$ cat src/soft_power_defines.vh
// Register offsets, field positions, reset values and timing counts for the wake enable block
// Notes on behaviour
// - Enable bit at 1 lets its source assert power-on; at 0 it cannot.
// - Enable A: ring 1, ring 2, keyboard, mouse, group irq 1/2, infrared; bit 7 reserved.
// - Enable B bit 0 serial rx 1, bit 1 serial rx 2; bits 2, 5 reserved.
// - Enable B bit 3 lets the ring pin wake the system; 0 ignores it.
// - Force-off bit 4 set with force-on bit 6 clear: output floats inactive after standby-supply reset.
// - Both override bits clear: output keeps its pre-reset state across standby reset.
// - Force-on bit 6 set: output driven low at once on standby reset.
// - Enable B bit 7 gates button power-off; resets to 1, register reset 0x80.
// - Off-delay timer starts only with off enable, delay option and a button press.
// - Serial rx falling edges latch status bits, cleared by a status read.
`ifndef SOFT_POWER_DEFINES_VH
`define SOFT_POWER_DEFINES_VH
`define OFS_ENABLE_A      8'hB0
`define OFS_ENABLE_B      8'hB1
`define OFS_STATUS        8'hB3
`define OFS_CONTROL       8'hB4
`define OFS_IRQ_STATUS    8'hB5
`define OFS_IRQ_MASK      8'hB6
`define RST_ENABLE_A      8'h00
`define RST_ENABLE_B      8'h80
`define MASK_ENABLE_A     8'h7F
`define MASK_ENABLE_B     8'hDB
`define BIT_RING_EN       3
`define BIT_FORCE_OFF     4
`define BIT_FORCE_ON      6
`define BIT_OFF_EN        7
`define BIT_STS_RX1       0
`define BIT_STS_RX2       1
`define BIT_STS_BUTTON    2
`define BIT_STS_RING      3
`define OFF_DELAY_CYCLES  32'd1000
`endif

$ cat src/soft_power_wake.v
// Wake source enable registers and power-on output control behind an APB slave
//
// Our own choice: the APB interface to the registers.
`include "soft_power_defines.vh"
module soft_power_wake #(
	parameter OFF_DELAY = `OFF_DELAY_CYCLES
) (
	// Clock and reset
	input  wire        clk,
	input  wire        rst_n,
	input  wire        vbat_por_n,
	input  wire        standby_supply_power_on_reset,
	// APB slave
	input  wire        psel,
	input  wire        penable,
	input  wire        pwrite,
	input  wire [11:0] paddr,
	input  wire [31:0] pwdata,
	output reg  [31:0] prdata,
	output reg         pready,
	output reg         pslverr,
	// Wake sources: wake_src_a active high, serial rx, ring and button pins active low (asynchronous)
	input  wire [6:0]  wake_src_a,
	input  wire        serial_rx_1,
	input  wire        serial_rx_2,
	input  wire        ring_pin_n,
	input  wire        button_n,
	// Power control
	output reg         power_on_out_n,
	output reg         power_on_oe,
	output reg         button_off_pulse,
	output reg         irq
);
	// Enable registers on battery reset only, so standby keeps them
	reg  [7:0]  wake_source_enable_a_ff;
	reg  [7:0]  wake_source_enable_b_ff;
	reg  [7:0]  status_ff;
	reg  [7:0]  control_ff;
	reg  [7:0]  irq_status_ff;
	reg  [7:0]  irq_mask_ff;
	reg  [7:0]  nxt_status;
	reg  [7:0]  nxt_irq_status;
	reg  [11:0] sync1_ff;
	reg  [11:0] sync2_ff;
	reg  [11:0] sync3_ff;
	reg         power_on_ff;
	reg  [31:0] off_cnt_ff;
	reg         off_run_ff;
	reg  [31:0] rdata;
	wire        wr;
	wire        rd;
	wire        in_map;
	wire [6:0]  src_a;
	wire        rx1_fall;
	wire        rx2_fall;
	wire        ring_fall;
	wire        button_fall;
	wire        wake_hit;
	wire        off_delay_sel;

	// Three-stage synchronisers; edges taken only when stages 2 and 3 disagree
	always @(posedge clk) begin
		if (!rst_n) begin
			// Idle levels: pins high, wake events low, so no false event after reset
			sync1_ff <= 12'hF00;
			sync2_ff <= 12'hF00;
			sync3_ff <= 12'hF00;
		end else begin
			sync1_ff <= {button_n, ring_pin_n, serial_rx_2, serial_rx_1, 1'b0, wake_src_a};
			sync2_ff <= sync1_ff;
			sync3_ff <= sync2_ff;
		end
	end

	assign src_a       = sync2_ff[6:0] & sync3_ff[6:0];
	assign rx1_fall    = sync3_ff[8] & ~sync2_ff[8];
	assign rx2_fall    = sync3_ff[9] & ~sync2_ff[9];
	assign ring_fall   = sync3_ff[10] & ~sync2_ff[10];
	assign button_fall = sync3_ff[11] & ~sync2_ff[11];

	// Any enabled source requests power
	assign wake_hit = |(src_a & wake_source_enable_a_ff[6:0])
		| (rx1_fall & wake_source_enable_b_ff[0])
		| (rx2_fall & wake_source_enable_b_ff[1])
		| (ring_fall & wake_source_enable_b_ff[`BIT_RING_EN]);

	assign off_delay_sel = control_ff[0];
	assign wr     = psel & penable & pwrite & pready;
	assign rd     = psel & penable & ~pwrite & pready;
	assign in_map = (paddr[11:10] == 2'b00) && (paddr[1:0] == 2'b00) &&
		((paddr[9:2] == `OFS_ENABLE_A) || (paddr[9:2] == `OFS_ENABLE_B) ||
		 (paddr[9:2] == `OFS_STATUS) || (paddr[9:2] == `OFS_CONTROL) ||
		 (paddr[9:2] == `OFS_IRQ_STATUS) || (paddr[9:2] == `OFS_IRQ_MASK));

	// Battery-domain enables survive system reset; only the battery reset loads their reset values
	always @(posedge clk) begin
		if (!vbat_por_n) begin
			wake_source_enable_a_ff <= `RST_ENABLE_A;
			wake_source_enable_b_ff <= `RST_ENABLE_B;
		end else if (wr && in_map) begin
			if (paddr[9:2] == `OFS_ENABLE_A)
				wake_source_enable_a_ff <= pwdata[7:0] & `MASK_ENABLE_A;
			if (paddr[9:2] == `OFS_ENABLE_B)
				wake_source_enable_b_ff <= pwdata[7:0] & `MASK_ENABLE_B;
		end
	end

	// Power-on state follows standby reset overrides, else wakes set it and button off clears it
	always @(posedge clk) begin
		if (!vbat_por_n) begin
			power_on_ff <= 1'b0;
		end else if (standby_supply_power_on_reset) begin
			// Both set is a software fault; force-on wins here, arbitrary
			if (wake_source_enable_b_ff[`BIT_FORCE_ON])
				power_on_ff <= 1'b1;
			else if (wake_source_enable_b_ff[`BIT_FORCE_OFF])
				power_on_ff <= 1'b0;
			else
				power_on_ff <= power_on_ff;
		end else if (wake_hit) begin
			power_on_ff <= 1'b1;
		end else if (button_off_pulse) begin
			power_on_ff <= 1'b0;
		end
	end

	// Open-drain style drive: low when on, released when off
	always @(posedge clk) begin
		if (!vbat_por_n) begin
			power_on_out_n <= 1'b0;
			power_on_oe    <= 1'b0;
		end else begin
			power_on_out_n <= 1'b0;
			power_on_oe    <= power_on_ff;
		end
	end

	// Button off: immediate or after the delay when selected
	always @(posedge clk) begin
		if (!rst_n) begin
			off_run_ff       <= 1'b0;
			off_cnt_ff       <= 32'h00000000;
			button_off_pulse <= 1'b0;
		end else begin
			button_off_pulse <= 1'b0;
			if (off_run_ff) begin
				if (off_cnt_ff >= OFF_DELAY - 1) begin
					off_run_ff       <= 1'b0;
					button_off_pulse <= 1'b1;
				end else begin
					off_cnt_ff <= off_cnt_ff + 32'h00000001;
				end
			end else if (button_fall && wake_source_enable_b_ff[`BIT_OFF_EN]) begin
				if (off_delay_sel) begin
					off_run_ff <= 1'b1;
					off_cnt_ff <= 32'h00000000;
				end else begin
					button_off_pulse <= 1'b1;
				end
			end
		end
	end

	// Status latch: a new event beats the clearing read
	always @* begin
		nxt_status = status_ff;
		if (rd && paddr[9:2] == `OFS_STATUS && paddr[11:10] == 2'b00)
			nxt_status = 8'h00;
		nxt_status[`BIT_STS_RX1]    = nxt_status[`BIT_STS_RX1] | rx1_fall;
		nxt_status[`BIT_STS_RX2]    = nxt_status[`BIT_STS_RX2] | rx2_fall;
		nxt_status[`BIT_STS_BUTTON] = nxt_status[`BIT_STS_BUTTON] | button_fall;
		nxt_status[`BIT_STS_RING]   = nxt_status[`BIT_STS_RING] | ring_fall;
	end

	// Interrupt status: write one to clear, set wins
	always @* begin
		nxt_irq_status = irq_status_ff;
		if (wr && paddr[9:2] == `OFS_IRQ_STATUS && paddr[11:10] == 2'b00)
			nxt_irq_status = irq_status_ff & ~pwdata[7:0];
		nxt_irq_status = nxt_irq_status | {4'h0, ring_fall, button_fall, rx2_fall, rx1_fall};
	end

	// Status, control and interrupt registers
	always @(posedge clk) begin
		if (!rst_n) begin
			status_ff     <= 8'h00;
			control_ff    <= 8'h00;
			irq_status_ff <= 8'h00;
			irq_mask_ff   <= 8'h00;
			irq           <= 1'b0;
		end else begin
			status_ff     <= nxt_status;
			irq_status_ff <= nxt_irq_status;
			if (wr && in_map && paddr[9:2] == `OFS_CONTROL)
				control_ff <= pwdata[7:0] & 8'h01;
			if (wr && in_map && paddr[9:2] == `OFS_IRQ_MASK)
				irq_mask_ff <= pwdata[7:0] & 8'h0F;
			irq <= |(nxt_irq_status & irq_mask_ff);
		end
	end

	// Read mux
	always @* begin
		rdata = 32'h00000000;
		case (paddr[9:2])
			`OFS_ENABLE_A:   rdata = {24'h000000, wake_source_enable_a_ff};
			`OFS_ENABLE_B:   rdata = {24'h000000, wake_source_enable_b_ff};
			`OFS_STATUS:     rdata = {24'h000000, status_ff};
			`OFS_CONTROL:    rdata = {24'h000000, control_ff};
			`OFS_IRQ_STATUS: rdata = {24'h000000, irq_status_ff};
			`OFS_IRQ_MASK:   rdata = {24'h000000, irq_mask_ff};
			default:         rdata = 32'h00000000;
		endcase
	end

	// APB: one wait state, ready in the second access cycle
	always @(posedge clk) begin
		if (!rst_n) begin
			pready  <= 1'b0;
			pslverr <= 1'b0;
			prdata  <= 32'h00000000;
		end else begin
			pready  <= psel & penable & ~pready;
			pslverr <= psel & penable & ~pready & ~in_map;
			if (psel & penable & ~pready & ~pwrite)
				prdata <= in_map ? rdata : 32'h00000000;
		end
	end
endmodule // soft_power_wake

$ cat config.mk
export PLATFORM = sky130hd
export DESIGN_NAME = soft_power_wake
export DESIGN_NICKNAME = d
export VERILOG_FILES = /design/src/soft_power_wake.v
export VERILOG_INCLUDE_DIRS = /design/src
export SDC_FILE = /design/constraint.sdc
export NUM_CORES = 1
export LEC_CHECK = 0
export BUFFER_PORTS_ARGS = -buffer_cell sky130_fd_sc_hd__clkbuf_2
export CORE_MARGIN = 1
export CORE_UTILIZATION = 46
export CTS_CLUSTER_SIZE = 20
export DETAILED_ROUTE_END_ITERATION = 16
export GPL_TIMING_DRIVEN = 0
export PLACE_DENSITY = 0.79
export SKIP_CTS_REPAIR_TIMING = 1
export SLEW_MARGIN = 20
export SYNTH_ARGS = -nofsm -noshare
export SYNTH_HDL_FRONTEND = slang
export SYNTH_SLANG_ARGS = --single-unit
export TNS_END_PERCENT = 1
$ cat constraint.sdc
create_clock -name clk -period 2.7 [get_ports clk]
set_clock_uncertainty 0.1 [all_clocks]
set_input_delay 0.405 -clock clk [delete_from_list [all_inputs] [get_ports clk]]
set_output_delay 0.405 -clock clk [all_outputs]
set_load 0.02 [all_outputs]
==> Word level (Yosys, flattened, before mapping) <==
Cells that the tools add are included.
{ "totals": {"regBits": 137} }
{ "classes": {"mux": 21, "n_addsub": 1, "n_bitwise": 35, "n_reduce_logical": 26, "magnitude_cmp": 1, "n_eq_ne": 8} }
{ "ops": {"columns": ["op", "n"], "rows": [
  ["32-bit two-way mux", 5],
  ["8-bit == test (second input constant)", 6],
  ["8-bit case mux with 6 select lines", 1],
  ["32-bit by 1-bit adder with 32-bit output (second input constant)", 1],
  ["32-bit by 10-bit greater-or-equal comparator with 1-bit output (second input constant)", 1],
  ["1-bit AND", 15],
  ["7-bit AND", 2],
  ["1-bit two-way mux", 13],
  ["1-bit logical AND", 10],
  ["8-bit by 4-bit AND with 8-bit output", 1],
  ["8-bit AND", 1],
  ["8-bit two-way mux", 1],
  ["8-bit NOT", 1],
  ["8-bit by 4-bit bitwise OR with 8-bit output", 1],
  ["8-bit OR reduction", 1],
  ["1-bit NOT", 7],
  ["1-bit bitwise OR", 7],
  ["7-bit OR reduction", 1],
  ["2-bit AND reduction", 3],
  ["1-bit logical OR", 5],
  ["2-bit logical NOT", 2],
  ["4-bit two-way mux", 1],
  ["2-bit nonzero test", 2],
  ["3-bit by 1-bit inequality test with 1-bit output (second input constant)", 1],
  ["other kinds (3)", 3]
]} }

==> Logic depth before layout (Yosys ltp) <==
{ "depth": {"word_depth": 9, "depth_mapped": 6} }

==> Least setup slack after synthesis <==
Ideal clock, no wire load.
{ "synth_path": {"path_type": "input to register", "from": "in paddr[11]", "to": "reg wake_source_enable_b_ff[7]", "path_buffers": 0, "arrival_ns": 2.029, "slack_ns": 0.447, "stages": 5, "required_time_ns": 2.476, "path_cell_list": "or4_4 -> a2111oi_4 -> nand4_4 -> mux2i_1 -> nand2_1"} }
{ "synth_via": {"elab_chain_cells": 5} }
{ "synth_rtl": {"columns": ["item", "line", "source"], "rows": [
  ["start: declaration", "soft_power_wake.v:17", "input wire [11:0] paddr,"],
  ["2-bit logical NOT", "soft_power_wake.v:90", "assign in_map = (paddr[11:10] == 2'b00) && (paddr[1:0] == 2'b00) &&"],
  ["1-bit logical AND (2 in a row)", "soft_power_wake.v:90", null],
  ["1-bit logical AND", "soft_power_wake.v:100", "end else if (wr && in_map) begin"],
  ["2-bit AND reduction (no line)", null, null],
  ["end signal: assignment", "soft_power_wake.v:99", "wake_source_enable_b_ff <= `RST_ENABLE_B;"],
  ["end signal: assignment", "soft_power_wake.v:104", "wake_source_enable_b_ff <= pwdata[7:0] & `MASK_ENABLE_B;"],
  ["end: declaration", "soft_power_wake.v:36", "reg [7:0] wake_source_enable_b_ff;"]
]} }
No other way between the ends.
A chain may end at the register's enable or synchronous reset.

==> Worst setup path in the final report <==
{ "layout_path": {"from": "reg pready", "to": "reg irq"} }
{ "layout_via": {"elab_chain_cells": 7} }
{ "layout_rtl": {"columns": ["item", "line", "source"], "rows": [
  ["start: declaration", "soft_power_wake.v:20", "output reg pready,"],
  ["start signal: assignment", "soft_power_wake.v:223", "pready <= psel & penable & ~pready;"],
  ["1-bit AND", "soft_power_wake.v:88", "assign wr = psel & penable & pwrite & pready;"],
  ["1-bit logical AND (no line)", null, null],
  ["1-bit logical AND", "soft_power_wake.v:178", "if (wr && paddr[9:2] == `OFS_IRQ_STATUS && paddr[11:10] == 2'b00)"],
  ["8-bit two-way mux", "soft_power_wake.v:178", null],
  ["8-bit by 4-bit bitwise OR with 8-bit output", "soft_power_wake.v:180", "nxt_irq_status = nxt_irq_status | {4'h0, ring_fall, button_fall, rx2_fall, rx1_fall};"],
  ["8-bit by 4-bit AND with 8-bit output", "soft_power_wake.v:198", "irq <= |(nxt_irq_status & irq_mask_ff);"],
  ["8-bit OR reduction", "soft_power_wake.v:198", null],
  ["end signal: assignment", "soft_power_wake.v:198", null],
  ["end: declaration", "soft_power_wake.v:32", "output reg irq"]
]} }
No other way between the ends.

==> qor.yml <==
power_and_ir_drop:
  power_density_nw_per_um2: 562
  power.total_uw: 2880
  leakage_uw: 0.00218
  peakVddDrop_mv: 0.288
clock_tree:
  clock_sinks: 110
  clk_path_buf_depth: 2
  clkTransAtPathRegs_ns: 0.11
  htree_levels: 3
  numCtsBuffers: 9
  insertion_delay_ns: 0.37
  cts_tree: "built"
  clockRootBuffer: "clkbuf_8"
sta:
  worst_slew_margin_rel_pct: 36.1
  setup_tns_ns: 0
  clock.fmax_mhz: 426
  setup_viol: 0
  slew_viol_final: 0
  period_share_pct: 87.0
  tightest_slew_ns: 0.951
  period_minus_slack_ns: 2.35
  final_hold_viol_count: 0
  setup_ws_ns: 0.351
  rsz0062_at_grt: "no"
route:
  route.vias.total: 3440
  drc: 0
  ant_nets: 0
  wl_per_cell_um: 13.1
  wirelength_mm: 8.81
  drt_iter0_markers: 172
  firstDrtPassIters: 4
  viasPerCell: 5.10
worst_setup_path:
  end_kind: "register"
  critPathKind: "register to register"
  worstPathRequired_ns: 2.83
  setup.worst_path.start_class: "register"
  arrival_ns: 2.48
  cp_max_fo: 8
global_routing:
  grt_max_degree: 20
  antenna_found_initial: 0
  grt_overflow: 0
  gr-usage-all-layers_pct: 18.8
  grt_pass1_vias: 3125
  grt_pass1_wl_mm: 14.7
floorplan:
  initial_core_util_pct: 47.5
  pin_count: 100
  die_h_um: 99.9
  die_w_um: 99.9
  placementRows: 35
  core_sq_um: 9280
  die_area_sq_um: 9990
placement:
  dp_slack_ns: 0.0105
  placed_area_sq_um: 4910
  dp_hpwl_mm: 6.66
  io_buffers: 50
  place_congestion: 0.834
finish:
  final_core_utilization_pct: 55.1
  synthToLayoutAreaGrowth_pct: 16.0
  diodes: 0
  filler_cell_count: 851
  final_area_sq_um: 5120
  nNetsFinal: 603
  drive_gt1_share_pct: 19.1
logic_synthesis:
  netlist_instances: 455
  synth-edff-count: 0
  async_flop_share_pct: 0
  avgSynthCellArea_sq_um: 9.70
  ys_seq_area_share_pct: 49.9
  netlist_area_sq_um: 4410
  synth_seq_cells: 110
  ys_warn_count: 0
  synth_cell_types: 57
  synth_ff_type: "dfxtp_1"
status:
  status: "complete, no violations"
job:
  max_cap_viol_count: 0
hold_path:
  hold_class: "input port to register"
metrics by stage:
| step | hold WS [ns] | std cells |
|---|---|---|
| 2_1_floorplan | 0.286 | 479 |
| 3_3_place_gp | 0.290 | 658 |
| 3_5_place_dp | 0.294 | 658 |
| 4_1_cts | 0.0951 | 674 |
| 5_1_grt | 0.104 | 674 |
| 6_report | 0.113 | 674 |
layout make-up:
type	count	area [sq um]	area share, %
plain buffers	38	236	4.62
clock buffers	10	128	2.49
clock inverters	6	77.6	1.52
inverters	11	41.3	0.807
multi-input cells	320	2020	39.5
flip-flops and latches	110	2200	43.0
well taps	129	161	3.15
repair buffers	50	250	4.89
worst paths after layout:
path	from	endpoint	slack, ns	depth (start not counted)
setup / recovery	pready	irq	0.35	5
hold / removal	pwdata[5]	irq_status_ff[5]	0.11	2
setup reg to reg	pready	irq	0.35	5
hold reg to reg	sync1_ff[9]	sync2_ff[9]	0.31	1
kinds of logic (layout without fill, tap and decap cells):
logic type      after synthesis  count (layout)  synth area share (%)
compound gates               70              70                  11.5
xor+xnor                      1               1                 0.199
fa+ha+maj                     1               1                 0.284
buf+inv                      49             115                  6.30
flops                       110             110                  49.9
mux                          28              28                  6.44
other cells                   1              25                0.0850
simple gates                195             195                  25.2
power breakdown:
part	internal, uW	switching [uW]
Combinational	84.7	121
Sequential	1650	10.3
Clock	448	563
per-layer routing:
layer  track usage (%)  wire length (um)  part of all wire (%)  up-vias
met5                 0                 0                     0        -
met4              8.03               155                   1.8        0
met3              3.13               443                   5.0       11
met2              29.2              3910                    44      109
met1              25.7              4300                    49     1595
li1                  -                 -                     -     1725
synthesized netlist by cell type (2+ instances only):
cell type,n,share of area [%]
nand4b_1,2,0.40
nand2b_1,16,2.3
and3_1,4,0.57
a22oi_1,3,0.51
buf_1,2,0.17
or3_1,3,0.43
buf_4,25,4.3
nand3_1,9,1.0
and4_1,3,0.60
a221o_1,3,0.68
nand4_1,12,1.7
nor4b_1,4,0.79
a21boi_0,4,0.68
a31o_2,2,0.40
nor3_1,8,0.91
a41oi_1,5,0.99
dfxtp_1,110,50
mux2i_1,25,5.7
nor2_1,39,3.3
and2_1,38,5.4
o221ai_1,4,0.79
o21ai_0,7,0.79
a21oi_1,21,2.4
inv_1,10,0.85
nor4_1,6,0.85
nor2b_1,16,2.3
or2_2,2,0.28
a2bb2oi_1,3,0.60
a31oi_1,4,0.57
mux2_2,3,0.77
clkbuf_1,11,0.94
nand2_1,24,2.0
a32oi_1,3,0.60
worst max-delay path, cell delays in order (launching register included):
cell and delay [ns]:
dfxtp_1 0.44, nand4_1 0.18, nor4_2 0.78, a21boi_0 0.27
o21ai_0 0.25, a41oi_1 0.18
registers in the layout (all words and copies together) (netlist names), 4 cells and up:
register and flops:
sync2_ff 11, wake_source_enable_a_ff 7, sync1_ff 11, prdata 8
irq_mask_ff 4, irq_status_ff 8, status_ff 4, off_cnt_ff 32
wake_source_enable_b_ff 6, sync3_ff 11
placed cells by master, fill, tap and decap left out, drive strengths merged, types with 3 or more instances in the layout:
cell,synthesis,final
a21boi,4,4
a21oi,21,21
a221o,3,3
a22oi,3,3
a2bb2oi,3,3
a31oi,4,4
a32oi,3,3
a41oi,5,5
and2,38,38
and3,4,4
and4,3,3
buf,27,27
clkbuf,11,71
conb,1,25
dfxtp,110,110
inv,10,13
mux2,3,3
mux2i,25,25
nand2,24,24
nand2b,16,16
nand3,10,10
nand4,13,13
nor2,39,39
nor2b,16,16
nor3,8,8
nor4,7,7
nor4b,4,4
o21ai,7,7
o221ai,4,4
or3,3,3
No activity file was read; power rests on OpenSTA's default activity.
